File: src/rtl/ama_pkg.sv
// constants and types shared by the auto/manual reference arbiter
package ama_pkg;

    // data widths and port count
    localparam int REF_W   = 16;
    localparam int ADDR_W  = 8;
    localparam int NPORT   = 4;

    // register byte offsets
    localparam logic [ADDR_W-1:0] ADDR_CTRL       = 8'h00;
    localparam logic [ADDR_W-1:0] ADDR_REF_MASK   = 8'h04;
    localparam logic [ADDR_W-1:0] ADDR_LOGIC_MASK = 8'h08;
    localparam logic [ADDR_W-1:0] ADDR_ASSIGNED   = 8'h0C;
    localparam logic [ADDR_W-1:0] ADDR_STATUS     = 8'h10;
    localparam logic [ADDR_W-1:0] ADDR_SPEED      = 8'h14;
    localparam logic [ADDR_W-1:0] ADDR_TERM_REF   = 8'h20;
    localparam logic [ADDR_W-1:0] TERM_REF_STRIDE = 8'h04;

    // control register fields
    localparam int CTRL_PRELOAD_BIT = 0;
    localparam int CTRL_SEL_LSB     = 1;
    localparam int CTRL_SEL_W       = 3;
    localparam int CTRL_RESTORE_BIT = 8;

    // status register fields
    localparam int STAT_MANUAL_BIT  = 0;
    localparam int STAT_WIRED_BIT   = 1;
    localparam int STAT_LATCHED_BIT = 2;
    localparam int STAT_IDX_LSB     = 4;

    // reset values
    localparam logic [31:0] RST_CTRL       = 32'h0000_0000;
    localparam logic [31:0] RST_REF_MASK   = 32'hFFFF_FFFF;
    localparam logic [31:0] RST_LOGIC_MASK = 32'hFFFF_FFFF;
    localparam logic [31:0] RST_ASSIGNED   = 32'h0000_0000;
    localparam logic [31:0] RST_TERM_REF   = 32'h0000_0000;

    // bus answers
    localparam logic [1:0] RESP_OKAY   = 2'h0;
    localparam logic [1:0] RESP_SLVERR = 2'h2;

    // wired manual source choices
    typedef enum logic [2:0] {
        WSRC_AIN1  = 3'b000,
        WSRC_AIN2  = 3'b001,
        WSRC_MOP   = 3'b010,
        WSRC_AIN3  = 3'b011,
        WSRC_PULSE = 3'b100,
        WSRC_ENC   = 3'b101
    } ama_wsrc_e;
    localparam int WSRC_NUM = 6;

    // who owns the reference
    typedef enum logic [1:0] {
        OWN_AUTO  = 2'b00,
        OWN_TERM  = 2'b01,
        OWN_WIRED = 2'b10
    } ama_own_e;

    // software controls
    typedef struct packed {
        logic      preload_en;
        ama_wsrc_e wsel;
    } ama_ctrl_s;

endpackage

File: src/rtl/ama_arbiter.sv
// auto/manual speed reference arbiter with axi4-lite registers
//
// Register access over AXI4-Lite and the placing of the registers are this design's own decisions.
module ama_arbiter #(
    parameter int N = ama_pkg::NPORT
) (
    // clock and reset
    input  wire logic                        aclk,
    input  wire logic                        aresetn,
    // axi4-lite write address
    input  wire logic [ama_pkg::ADDR_W-1:0]  s_axi_awaddr,
    input  wire logic                        s_axi_awvalid,
    output logic                             s_axi_awready,
    // axi4-lite write data
    input  wire logic [31:0]                 s_axi_wdata,
    input  wire logic [3:0]                  s_axi_wstrb,
    input  wire logic                        s_axi_wvalid,
    output logic                             s_axi_wready,
    // axi4-lite write response
    output logic [1:0]                       s_axi_bresp,
    output logic                             s_axi_bvalid,
    input  wire logic                        s_axi_bready,
    // axi4-lite read address
    input  wire logic [ama_pkg::ADDR_W-1:0]  s_axi_araddr,
    input  wire logic                        s_axi_arvalid,
    output logic                             s_axi_arready,
    // axi4-lite read data
    output logic [31:0]                      s_axi_rdata,
    output logic [1:0]                       s_axi_rresp,
    output logic                             s_axi_rvalid,
    input  wire logic                        s_axi_rready,
    // terminal pins
    input  wire logic [N-1:0]                term_toggle,
    input  wire logic                        am_input,
    // port conditions from drive logic
    input  wire logic [N-1:0]                term_legacy,
    input  wire logic [N-1:0]                term_comm_loss,
    input  wire logic [N-1:0]                term_logout,
    input  wire logic [N-1:0]                local_owned,
    input  wire logic                        ref_claim,
    // reference sources
    input  wire logic [ama_pkg::REF_W-1:0]   auto_ref,
    input  wire logic [ama_pkg::WSRC_NUM-1:0][ama_pkg::REF_W-1:0] wired_src,
    // arbiter outputs
    output logic [ama_pkg::REF_W-1:0]        speed_ref,
    output logic [N-1:0]                     term_manual,
    output logic                             wired_manual
);
    localparam int IW    = (N > 1) ? $clog2(N) : 1;
    localparam int RW    = ama_pkg::REF_W;
    localparam logic [ama_pkg::CTRL_SEL_W:0] RST_CTRL_SLICE =
        ama_pkg::RST_CTRL[ama_pkg::CTRL_SEL_W:0];

    typedef struct packed {
        ama_pkg::ama_own_e             own;
        logic [IW-1:0]                 idx;
        logic                          latched;
        logic [RW-1:0]                 latch_val;
        logic [RW-1:0]                 speed;
        logic [N-1:0]                  term_man;
        logic                          wired_man;
        logic [N-1:0][RW-1:0]          term_ref;
        ama_pkg::ama_ctrl_s            ctrl;
        logic [N-1:0]                  ref_mask;
        logic [N-1:0]                  logic_mask;
        logic [N-1:0]                  assigned;
        logic                          aw_got;
        logic [ama_pkg::ADDR_W-1:0]    awaddr;
        logic                          w_got;
        logic [31:0]                   wdata;
        logic [3:0]                    wstrb;
        logic                          awready;
        logic                          wready;
        logic                          bvalid;
        logic [1:0]                    bresp;
        logic                          arready;
        logic                          rvalid;
        logic [31:0]                   rdata;
        logic [1:0]                    rresp;
    } ama_state_s;

    ama_state_s st_r;
    ama_state_s st_nxt;

    logic [N-1:0] tog_rise;
    logic         am_level;
    logic         am_rise;

    ama_edge_sync #(.W(N)) u_term_sync (
        .aclk    (aclk),
        .aresetn (aresetn),
        .din     (term_toggle),
        .level   (),
        .rise    (tog_rise)
    );

    ama_edge_sync #(.W(1)) u_wired_sync (
        .aclk    (aclk),
        .aresetn (aresetn),
        .din     (am_input),
        .level   (am_level),
        .rise    (am_rise)
    );

    function automatic logic [N-1:0] onehot(input logic [IW-1:0] i);
        logic [N-1:0] v;
        v = '0;
        v[i] = 1'b1;
        return v;
    endfunction

    function automatic logic [31:0] merge(input logic [31:0] old_v,
                                          input logic [31:0] new_v,
                                          input logic [3:0]  strb);
        logic [31:0] v;
        v = old_v;
        for (int b = 0; b < 4; b++) begin
            if (strb[b]) begin
                v[b*8 +: 8] = new_v[b*8 +: 8];
            end
        end
        return v;
    endfunction

    function automatic logic [ama_pkg::ADDR_W-1:0] term_addr(input int i);
        return ama_pkg::ADDR_TERM_REF + ama_pkg::TERM_REF_STRIDE * ama_pkg::ADDR_W'(i);
    endfunction

    logic [N-1:0]  eligible;
    logic          grant_term;
    logic [IW-1:0] grant_idx;
    logic          release_now;
    logic          restore;
    logic [31:0]   ctrl_word;
    logic [31:0]   rd_word;
    logic          rd_hit;
    logic          wr_hit;
    logic [31:0]   wr_val;
    logic [RW-1:0] wired_val;

    always_comb begin
        st_nxt      = st_r;
        eligible    = '0;
        grant_term  = 1'b0;
        grant_idx   = '0;
        release_now = 1'b0;
        restore     = 1'b0;
        rd_word     = '0;
        rd_hit      = 1'b0;
        wr_hit      = 1'b0;
        wr_val      = '0;
        ctrl_word   = '0;
        ctrl_word[ama_pkg::CTRL_PRELOAD_BIT] = st_r.ctrl.preload_en;
        ctrl_word[ama_pkg::CTRL_SEL_LSB +: ama_pkg::CTRL_SEL_W] = st_r.ctrl.wsel;

        // write channel: address and data taken in either order
        if (s_axi_awvalid && st_r.awready) begin
            st_nxt.aw_got = 1'b1;
            st_nxt.awaddr = s_axi_awaddr;
        end
        if (s_axi_wvalid && st_r.wready) begin
            st_nxt.w_got = 1'b1;
            st_nxt.wdata = s_axi_wdata;
            st_nxt.wstrb = s_axi_wstrb;
        end
        if (st_r.aw_got && st_r.w_got && !st_r.bvalid) begin
            st_nxt.aw_got = 1'b0;
            st_nxt.w_got  = 1'b0;
            st_nxt.bvalid = 1'b1;
            wr_hit        = 1'b1;
            st_nxt.bresp  = ama_pkg::RESP_OKAY;
            case (st_r.awaddr)
                ama_pkg::ADDR_CTRL: begin
                    wr_val = merge(ctrl_word, st_r.wdata, st_r.wstrb);
                    st_nxt.ctrl.preload_en = wr_val[ama_pkg::CTRL_PRELOAD_BIT];
                    st_nxt.ctrl.wsel = ama_pkg::ama_wsrc_e'(
                        wr_val[ama_pkg::CTRL_SEL_LSB +: ama_pkg::CTRL_SEL_W]);
                    restore = wr_val[ama_pkg::CTRL_RESTORE_BIT];
                end
                ama_pkg::ADDR_REF_MASK: begin
                    wr_val = merge(32'(st_r.ref_mask), st_r.wdata, st_r.wstrb);
                    st_nxt.ref_mask = wr_val[N-1:0];
                end
                ama_pkg::ADDR_LOGIC_MASK: begin
                    wr_val = merge(32'(st_r.logic_mask), st_r.wdata, st_r.wstrb);
                    st_nxt.logic_mask = wr_val[N-1:0];
                end
                ama_pkg::ADDR_ASSIGNED: begin
                    wr_val = merge(32'(st_r.assigned), st_r.wdata, st_r.wstrb);
                    st_nxt.assigned = wr_val[N-1:0];
                end
                ama_pkg::ADDR_STATUS, ama_pkg::ADDR_SPEED: begin
                    wr_val = '0;
                end
                default: begin
                    wr_hit = 1'b0;
                    for (int i = 0; i < N; i++) begin
                        if (st_r.awaddr == term_addr(i)) begin
                            wr_hit = 1'b1;
                            wr_val = merge(32'(st_r.term_ref[i]), st_r.wdata, st_r.wstrb);
                            st_nxt.term_ref[i] = wr_val[RW-1:0];
                        end
                    end
                    if (!wr_hit) begin
                        st_nxt.bresp = ama_pkg::RESP_SLVERR;
                    end
                end
            endcase
        end
        if (st_r.bvalid && s_axi_bready) begin
            st_nxt.bvalid = 1'b0;
        end
        // a new write waits until its response has been taken
        st_nxt.awready = !st_nxt.aw_got && !st_nxt.bvalid;
        st_nxt.wready  = !st_nxt.w_got && !st_nxt.bvalid;

        // read channel
        if (s_axi_arvalid && st_r.arready) begin
            rd_hit = 1'b1;
            case (s_axi_araddr)
                ama_pkg::ADDR_CTRL:       rd_word = ctrl_word;
                ama_pkg::ADDR_REF_MASK:   rd_word = 32'(st_r.ref_mask);
                ama_pkg::ADDR_LOGIC_MASK: rd_word = 32'(st_r.logic_mask);
                ama_pkg::ADDR_ASSIGNED:   rd_word = 32'(st_r.assigned);
                ama_pkg::ADDR_SPEED:      rd_word = 32'(st_r.speed);
                ama_pkg::ADDR_STATUS: begin
                    rd_word[ama_pkg::STAT_MANUAL_BIT]  = st_r.own != ama_pkg::OWN_AUTO;
                    rd_word[ama_pkg::STAT_WIRED_BIT]   = st_r.wired_man;
                    rd_word[ama_pkg::STAT_LATCHED_BIT] = st_r.latched;
                    rd_word[ama_pkg::STAT_IDX_LSB +: IW] = st_r.idx;
                end
                default: begin
                    rd_hit = 1'b0;
                    for (int i = 0; i < N; i++) begin
                        if (s_axi_araddr == term_addr(i)) begin
                            rd_hit  = 1'b1;
                            rd_word = 32'(st_r.term_ref[i]);
                        end
                    end
                end
            endcase
            st_nxt.rvalid = 1'b1;
            st_nxt.rdata  = rd_word;
            st_nxt.rresp  = rd_hit ? ama_pkg::RESP_OKAY : ama_pkg::RESP_SLVERR;
        end else if (st_r.rvalid && s_axi_rready) begin
            st_nxt.rvalid = 1'b0;
        end
        st_nxt.arready = !st_nxt.rvalid;

        for (int i = 0; i < N; i++) begin
            eligible[i] = tog_rise[i] && !term_legacy[i] && st_r.ref_mask[i]
                && st_r.logic_mask[i] && !st_r.assigned[i] && !term_comm_loss[i]
                && ((local_owned & ~onehot(IW'(i))) == '0);
        end

        for (int i = N - 1; i >= 0; i--) begin
            if (eligible[i]) begin
                grant_term = 1'b1;
                grant_idx  = IW'(i);
            end
        end

        case (st_r.own)
            ama_pkg::OWN_TERM: begin
                release_now = tog_rise[st_r.idx] || !st_r.ref_mask[st_r.idx]
                    || !st_r.logic_mask[st_r.idx] || term_logout[st_r.idx]
                    || term_comm_loss[st_r.idx]
                    || ((local_owned & ~onehot(st_r.idx)) != '0);
            end
            ama_pkg::OWN_WIRED: begin
                // wired release on input drop or local
                release_now = !am_level || (local_owned != '0);
            end
            default: begin
                release_now = 1'b0;
            end
        endcase

        if (restore) begin
            release_now            = st_r.own != ama_pkg::OWN_AUTO;
            st_nxt.ctrl            = ama_pkg::ama_ctrl_s'(RST_CTRL_SLICE);
            st_nxt.ref_mask        = ama_pkg::RST_REF_MASK[N-1:0];
            st_nxt.logic_mask      = ama_pkg::RST_LOGIC_MASK[N-1:0];
            st_nxt.assigned        = ama_pkg::RST_ASSIGNED[N-1:0];
        end

        // another owner ends use of the latched value
        if (ref_claim) begin
            st_nxt.latched = 1'b0;
        end

        if (release_now) begin
            // back to auto, keep latched value
            st_nxt.own     = ama_pkg::OWN_AUTO;
            st_nxt.latched = 1'b1;
        end else if (st_r.own == ama_pkg::OWN_AUTO && !restore) begin
            // grants only while nobody holds manual
            if (grant_term) begin
                st_nxt.own       = ama_pkg::OWN_TERM;
                st_nxt.idx       = grant_idx;
                st_nxt.latched   = 1'b0;
                st_nxt.latch_val = st_r.speed;
                if (st_r.ctrl.preload_en) begin
                    st_nxt.term_ref[grant_idx] = auto_ref;
                end
            end else if (am_rise && local_owned == '0) begin
                st_nxt.own       = ama_pkg::OWN_WIRED;
                st_nxt.latched   = 1'b0;
                st_nxt.latch_val = st_r.speed;
            end
        end

        wired_val = (int'(st_r.ctrl.wsel) < ama_pkg::WSRC_NUM)
            ? wired_src[st_r.ctrl.wsel] : wired_src[ama_pkg::WSRC_AIN1];

        case (st_nxt.own)
            ama_pkg::OWN_TERM:  st_nxt.speed = st_nxt.term_ref[st_nxt.idx];
            ama_pkg::OWN_WIRED: st_nxt.speed = wired_val;
            default:            st_nxt.speed = st_nxt.latched ? st_nxt.latch_val : auto_ref;
        endcase

        // per-terminal indication only for the holder
        st_nxt.term_man  = (st_nxt.own == ama_pkg::OWN_TERM) ? onehot(st_nxt.idx) : '0;
        st_nxt.wired_man = st_nxt.own == ama_pkg::OWN_WIRED;
    end

    always_ff @(posedge aclk) begin
        if (!aresetn) begin
            st_r            <= '0;
            st_r.ctrl       <= ama_pkg::ama_ctrl_s'(RST_CTRL_SLICE);
            st_r.ref_mask   <= ama_pkg::RST_REF_MASK[N-1:0];
            st_r.logic_mask <= ama_pkg::RST_LOGIC_MASK[N-1:0];
            st_r.assigned   <= ama_pkg::RST_ASSIGNED[N-1:0];
            for (int i = 0; i < N; i++) begin
                st_r.term_ref[i] <= ama_pkg::RST_TERM_REF[RW-1:0];
            end
        end else begin
            st_r <= st_nxt;
        end
    end

    assign s_axi_awready = st_r.awready;
    assign s_axi_wready  = st_r.wready;
    assign s_axi_bresp   = st_r.bresp;
    assign s_axi_bvalid  = st_r.bvalid;
    assign s_axi_arready = st_r.arready;
    assign s_axi_rdata   = st_r.rdata;
    assign s_axi_rresp   = st_r.rresp;
    assign s_axi_rvalid  = st_r.rvalid;
    assign speed_ref     = st_r.speed;
    assign term_manual   = st_r.term_man;
    assign wired_manual  = st_r.wired_man;
endmodule

File: src/rtl/ama_edge_sync.sv
// two-flop synchroniser with rising-edge detect for pin inputs
module ama_edge_sync #(
    parameter int W = 1
) (
    // clock and reset
    input  wire logic         aclk,
    input  wire logic         aresetn,
    // pins
    input  wire logic [W-1:0] din,
    // synchronised outputs
    output logic      [W-1:0] level,
    output logic      [W-1:0] rise
);
    typedef struct packed {
        logic [W-1:0] s1;
        logic [W-1:0] s2;
        logic [W-1:0] s3;
    } ama_sync_s;

    ama_sync_s st_r;
    ama_sync_s st_nxt;

    always_comb begin
        st_nxt    = st_r;
        st_nxt.s1 = din;
        st_nxt.s2 = st_r.s1;
        st_nxt.s3 = st_r.s2;
    end

    always_ff @(posedge aclk) begin
        if (!aresetn) begin
            st_r <= '0;
        end else begin
            st_r <= st_nxt;
        end
    end

    // only s2 and s3 are read; s1 may be metastable
    assign level = st_r.s2;
    assign rise  = st_r.s2 & ~st_r.s3;
endmodule

File: config.mk
export PLATFORM = sky130hd
export DESIGN_NAME = ama_arbiter
export DESIGN_NICKNAME = d
export VERILOG_FILES = /design/src/rtl/ama_pkg.sv /design/src/rtl/ama_arbiter.sv /design/src/rtl/ama_edge_sync.sv
export SDC_FILE = /design/constraint.sdc
export NUM_CORES = 1
export LEC_CHECK = 0
export BUFFER_PORTS_ARGS = -buffer_cell sky130_fd_sc_hd__buf_2
export CAP_MARGIN = 20
export CORE_UTILIZATION = 50
export DETAILED_ROUTE_END_ITERATION = 10
export GPL_TIMING_DRIVEN = 0
export PLACE_DENSITY = 0.8
export SLEW_MARGIN = 20
export SYNTH_ARGS = -nofsm -noshare
export SYNTH_HDL_FRONTEND = slang
export SYNTH_SLANG_ARGS = --single-unit
File: constraint.sdc
create_clock -name aclk -period 10.2 [get_ports aclk]
set_clock_uncertainty 0.05 [all_clocks]
set_input_delay 2.04 -clock aclk [delete_from_list [all_inputs] [get_ports aclk]]
set_output_delay 2.04 -clock aclk [all_outputs]
set_load 0.1 [all_outputs]
; ---- Word-level counts from Yosys, hierarchy flattened
; Cells that the tools add are included.
[word_totals]
wordCells = 262
reg_bits = 224
output_inout_bits = 62
input_bits = 193
[op_classes]
n_reduce_logical = 86
n_mux = 104
n_eq_ne = 22
bitwise = 7
n_lt_le_gt_ge = 8
[op_table]
columns = operator, count
row1 = 2-to-1 mux 64 bit, 5
row2 = 2-to-1 mux 16 bit, 11
row3 = 2-to-1 mux 32 bit, 3
row4 = 2-to-1 mux 81 bit, 1
row5 = bitwise mux 64 bit, 1
row6 = == test 8 x 6 -> 1 bit (second input constant), 8
row7 = 2-to-1 mux 8 bit, 8
row8 = case mux 26 bit (2 select lines), 1
row9 = binary-select mux 16 bit (select 3 bit), 1
row10 = logical AND 1 bit, 38
row11 = 2-to-1 mux 37 bit, 1
row12 = 2-to-1 mux 17 bit, 2
row13 = 2-to-1 mux 1 bit, 33
row14 = binary-select mux 16 bit (select 2 bit), 1
row15 = demux 16 bit (select 2 bit), 1
row16 = == test 8 x 4 -> 1 bit (second input constant), 4
row17 = == test 8 x 5 -> 1 bit (second input constant), 4
row18 = 2-to-1 mux 4 bit, 8
row19 = case mux 16 bit (2 select lines), 1
row20 = 2-to-1 mux 2 bit, 12
row21 = logical NOT 1 bit, 21
row22 = 2-to-1 mux 21 bit, 1
row23 = logical NOT 4 bit, 5
row24 = case mux 3 bit (6 select lines), 1
row25 = other kinds (29), 55

; ---- Logic depth before layout (Yosys ltp)
[depth]
word_depth = 24
ltp_mapped = 16
depth_no_buf = 13

; ---- By module
; From an unflattened synthesis, not the netlist that was laid out.
[unflattened]
cells_unflattened = 1299
hier_area_um2 = 11369.7
[modules_own_cells]
columns = module, instances, area_each_um2, cells_per_inst, seq_area_each_um2
row1 = ama_arbiter, 1, 10885.4, 1259, 3463.3
row2 = ama_edge_sync (u_term_sync), 1, 391.6, 33, 240.2
row3 = ama_edge_sync (u_wired_sync), 1, 92.6, 7, 60.1

; ---- Worst setup path after synthesis
; Ideal clock, no wire load.
[synth_path]
kind = input port to flip-flop
start = in local_owned[1]
end = reg st_r (netlist bit speed_ref[5])
arrival_ns = 4.876
setup_time_ns = 0.126
t_required_ns = 10.024
path_slack_ns = 5.148
stages = 14
n_path_buf = 2
path_cell_list = or4_4 > o21ai_2 > nand2_2 > nor4_4 > nor2_1 > a21oi_1 > nand2_1 > ha_1 > clkbuf_1 > o21a_1 > clkbuf_1 > nand2_1 > o211ai_1 > a31oi_1
[synth_via]
elab_chain_cells = 18
word_cells_on_any_way = 49
classes_between = order compare: 2 / eq/ne: 2 / mux: 31 / bitwise: 1 / reduce/logical: 13
[synth_lines]
columns = element, line
row1 = from (decl), ama_arbiter.sv:39  ; input wire logic [N-1:0] local_owned,
row2 = logical NOT 4 bit, ama_arbiter.sv:253  ; && ((local_owned & ~onehot(IW'(i))) == '0);
row3 = logical AND 1 bit, ama_arbiter.sv:253
row4 = 2-to-1 mux 2 bit (4 in a row), ama_arbiter.sv:257  ; if (eligible[i]) begin
row5 = < comparator 2 x 3 -> 1 bit (implied by the code) or greater-or-equal comparator 2 x 1 -> 1 bit (tied branches), ama_arbiter.sv:304  ; st_nxt.term_ref[grant_idx] = auto_ref;
row6 = logical AND 1 bit (implied by the code), ama_arbiter.sv:304
row7 = 2-to-1 mux 16 bit (implied by the code), ama_arbiter.sv:304
row8 = demux 16 bit (select 2 bit), ama_arbiter.sv:304
row9 = bitwise mux 64 bit, ama_arbiter.sv:304
row10 = 2-to-1 mux 64 bit, ama_arbiter.sv:303  ; if (st_r.ctrl.preload_en) begin
row11 = 2-to-1 mux 64 bit, ama_arbiter.sv:298  ; if (grant_term) begin
row12 = 2-to-1 mux 64 bit, ama_arbiter.sv:296  ; end else if (st_r.own == ama_pkg::OWN_AUTO && !restore) begin
row13 = 2-to-1 mux 64 bit, ama_arbiter.sv:292  ; if (release_now) begin
row14 = binary-select mux 16 bit (select 2 bit), ama_arbiter.sv:317  ; ama_pkg::OWN_TERM: st_nxt.speed = st_nxt.term_ref[st_nxt.idx];
row15 = 2-to-1 mux 16 bit (implied by the code), ama_arbiter.sv:317
row16 = case mux 16 bit (2 select lines) (*), ama_arbiter.sv:316  ; case (st_nxt.own)
row17 = to (signal assigned), ama_arbiter.sv:338  ; st_r <= st_nxt;
row18 = to (decl), ama_arbiter.sv:82  ; ama_state_s st_r;
; Every way passes the cells marked *; elsewhere a longest branch is shown, timed or not. The select of a mux whose other input is x is not followed.
; A chain may end at the register's enable or synchronous reset.

; ---- Worst setup path after layout
[layout_path]
start = in local_owned[1]
end = reg st_r (netlist bit speed_ref[13])
; Same word-level chain as after synthesis.

==> flow_metrics.py <==
metrics = {
    "outcome": {
        "status": "finished clean",
    },
    "detailed_routing": {
        "dr.pass1.iters": 7,
        "vias": 10937,
        "ant_nets": 0,
        "drt_iter0_drc": 1525,
        "wirelength_mm": 37.8,
        "drc": 0,
        "viasPerCell": 6.08,
        "wl_per_cell_um": 21.0,
    },
    "global_routing": {
        "grt_pass1_vias": 10327,
        "overflow": 0,
        "grt_usage_pct": 35.0,
        "antenna_found_initial": 0,
        "use_met3_pct": 9.57,
        "grt_use_met2_pct": 51.0,
        "grt_pass1_wl_mm": 58.1,
        "grtUsageMet1_pct": 47.9,
        "busiest_layer": "met2",
        "grt_max_degree": 18,
    },
    "clocking": {
        "cts_buffer_depth": 2,
        "cts_buffers": 17,
        "path_clk_slew_ns": 0.07,
        "ctsHoldBuffers": 0,
        "cts_root_buf": "clkbuf_16",
        "clock_sinks": 188,
        "cts_resized": 0,
        "clkLatencyLatePin_ns": 0.45,
        "cts_tree": "done",
        "cts-htree-levels": 4,
        "cts_setup_buffers": 0,
    },
    "finish": {
        "instances_no_fill": 1799,
        "syn_to_final_growth_pct": 19.8,
        "final_area_mm2": 0.0127,
        "drive_above_1_share_pct": 24.1,
        "final.fill_count": 1822,
        "antenna-diode-count": 0,
        "fin_nets": 1714,
    },
    "synthesis": {
        "synth_mux_area_share_pct": 16.4,
        "synth_common_cells": "188 x dfxtp_1, 136 x nand2_1, 124 x nor2_1",
        "avgSynthCellArea_um2": 8.38,
        "synthAdderAreaFrac_pct": 0.590,
        "synth_compound_area_share_pct": 19.0,
        "yosys.area_share.simple_pct": 20.5,
        "yosysMostFrequentCell": "dfxtp_1",
        "syn_area_mm2": 0.0106,
        "synth_warnings": 0,
        "synth_top_family_by_area": "simple AND/OR/NAND/NOR gates",
        "syn_inst": 1265,
        "synth_top_area_share_pct": 35.5,
        "ys_seq_area_share_pct": 35.5,
        "synth.area.top_cells": "dfxtp_1 35%, mux2i_1 11%, nand2_1 4.8%",
        "synth_cell_types": 58,
        "async_flop_share_pct": 0,
        "synth_xor_area_share_pct": 0,
        "synth_edf_count": 0,
        "synth_top_cell_by_area": "dfxtp_1",
        "synthFlopType": "dfxtp_1",
        "ys_ff_latch": 188,
    },
    "timing": {
        "slew_viol_final": 0,
        "timing.hold.ws_ns": 0.399,
        "slew_headroom_pct": 26.5,
        "hold_viol": 0,
        "tns_ns": 0,
        "tightest_slew_ns": 1.10,
        "rsz0062_at_grt": "no",
        "fin_crit_sh_pct": 54.9,
        "min_period_ns": 5.60,
        "max_freq_mhz": 179,
        "setup-violations-final": 0,
    },
    "floorplanning": {
        "dieArea_mm2": 0.0218,
        "io_pins": 255,
        "die_width_um": 148,
        "row_count": 52,
        "die_h_um": 148,
        "start_util_pct": 51.7,
        "core-area_mm2": 0.0205,
    },
    "setup_path": {
        "path_buf_inv": 3,
        "path_class": "input port to flip-flop",
        "cp.required_ns": 10.46,
        "cp_max_fo": 10,
        "crit_chain": "buf_2 > or4_4 > o21ai_2 > nand2_2 > nor4_4 > nor2_1 > a21oi_1 > nand2_1 > ha_1 > clkbuf_1 > o21a_1 > clkbuf_1 > nand2_1 > o211ai_1 > a31oi_1",
        "slowest_stage": "nor4_4",
        "end_kind": "flip-flop",
        "cp_top_family": "simple AND/OR/NAND/NOR gates",
        "crit_arrival_ns": 5.85,
        "worstSetupStartpointType": "input port",
        "slowest_delay_ns": 0.64,
    },
    "placed_design": {
        "placed_area_mm2": 0.0121,
        "post-place-cells": 1767,
        "dp_hpwl_mm": 29.2,
        "gp_congestion": 1.01,
        "io_buffers": 215,
    },
    "hold_path": {
        "hp-class": "flip-flop to flip-flop",
    },
    "power_and_ir_drop": {
        "cellPowerDensity_mw_per_mm2": 149,
        "p_leak_nw": 5.11,
        "vdd_ir_drop_max_mv": 0.0927,
    },
    "flow_run": {
        "cap_violations": 0,
    },
}
-- routing by layer --
layer  vias to the layer above  wire length [µm]
li1                       5009                 -
met1                      5091             15600
met2                       745             15800
met3                        92              4840
met4                         0              1540
met5                         -                 0
-- state kept, by name, summed over array words and instances, names as in the netlist, 4 cells and up --
register	cells
ctrl_word	4
st_r	125
u_term_sync.st_r	4
s_axi_rdata	16
u_term_sync.level	4
speed_ref	16
u_term_sync.st_nxt	4
term_manual	4
-- cells by family after synthesis --
kind of cell,Yosys count
and+or+nand+nor,452
AOI/OAI and AO/OA,308
DFF,188
buffers and inverters,160
muxes,151
adders and majority gates,5
other,1
-- layout by cell type (no fill, tap or decap), types with 4 or more instances in the layout --
master / count
mux2_2: 20
nor3_1: 9
clkbuf_16: 17
nor4_1: 7
o2111ai_1: 20
nand3_1: 51
a222oi_1: 15
mux4_2: 16
buf_4: 62
nor2_1: 123
buf_2: 221
nor2b_1: 10
ha_1: 5
dfxtp_1: 188
nand2_1: 136
clkbuf_1: 73
nand3b_1: 4
and2_1: 62
a31oi_1: 25
o21ai_0: 97
a22oi_1: 5
inv_1: 10
o211ai_1: 33
conb_1: 18
nor4b_1: 6
a21oi_1: 65
buf_1: 6
mux2i_1: 115
nand2b_1: 13
a221oi_1: 16
a211oi_1: 15
and3_1: 14
-- stage by stage --
step / utilization, % / setup WS [ns] / total power (W)
floorplan: - / 5.15 / 0.00108
global placement: 59.0 / 4.36 / 0.00119
detailed placement: 59.0 / 4.29 / 0.00119
CTS: 62.0 / 4.70 / 0.00188
global route: 62.0 / 4.49 / 0.00194
finish: 62.0 / 4.60 / 0.00189
-- final timing paths --
kind	slack, ns	to	cells after the start	from
worst max register to register	5.92	speed_ref[13]	14	s_axi_bvalid
worst min register to register	0.40	u_term_sync.st_r[1]	1	u_term_sync.level[1]
worst min-delay path	0.40	u_term_sync.st_r[1]	1	u_term_sync.level[1]
worst max-delay path	4.60	speed_ref[13]	15	local_owned[1]
-- final cells by class --
class | instances | area [µm²] | share of cell area, %
inverters | 11 | 41.3 | 0.325
flip-flops and latches | 188 | 3760 | 29.6
clock buffers | 20 | 467 | 3.67
plain buffers | 149 | 815 | 6.41
well taps | 270 | 338 | 2.66
repair buffers | 215 | 1080 | 8.47
multi-input cells | 934 | 6050 | 47.7
clock inverters | 12 | 149 | 1.17
-- worst register-to-register path: stages (launching register included) --
cell and delay, ns:
dfxtp_1 0.34, nand3b_1 0.22, nor4_1 0.63, nand3_1 0.31, nand3_1 0.42, nor2_1 0.16
a21oi_1 0.16, nand2_1 0.11, ha_1 0.29, clkbuf_1 0.34, o21a_1 0.38, clkbuf_1 0.42
nand2_1 0.12, o211ai_1 0.12, a31oi_1 0.08
-- power by group --
part           internal (W)  switching, W
logic              0.000107      0.000291
clock network      0.000388      0.000317
registers          0.000760     0.0000260
(Power assumes the default switching activity.)
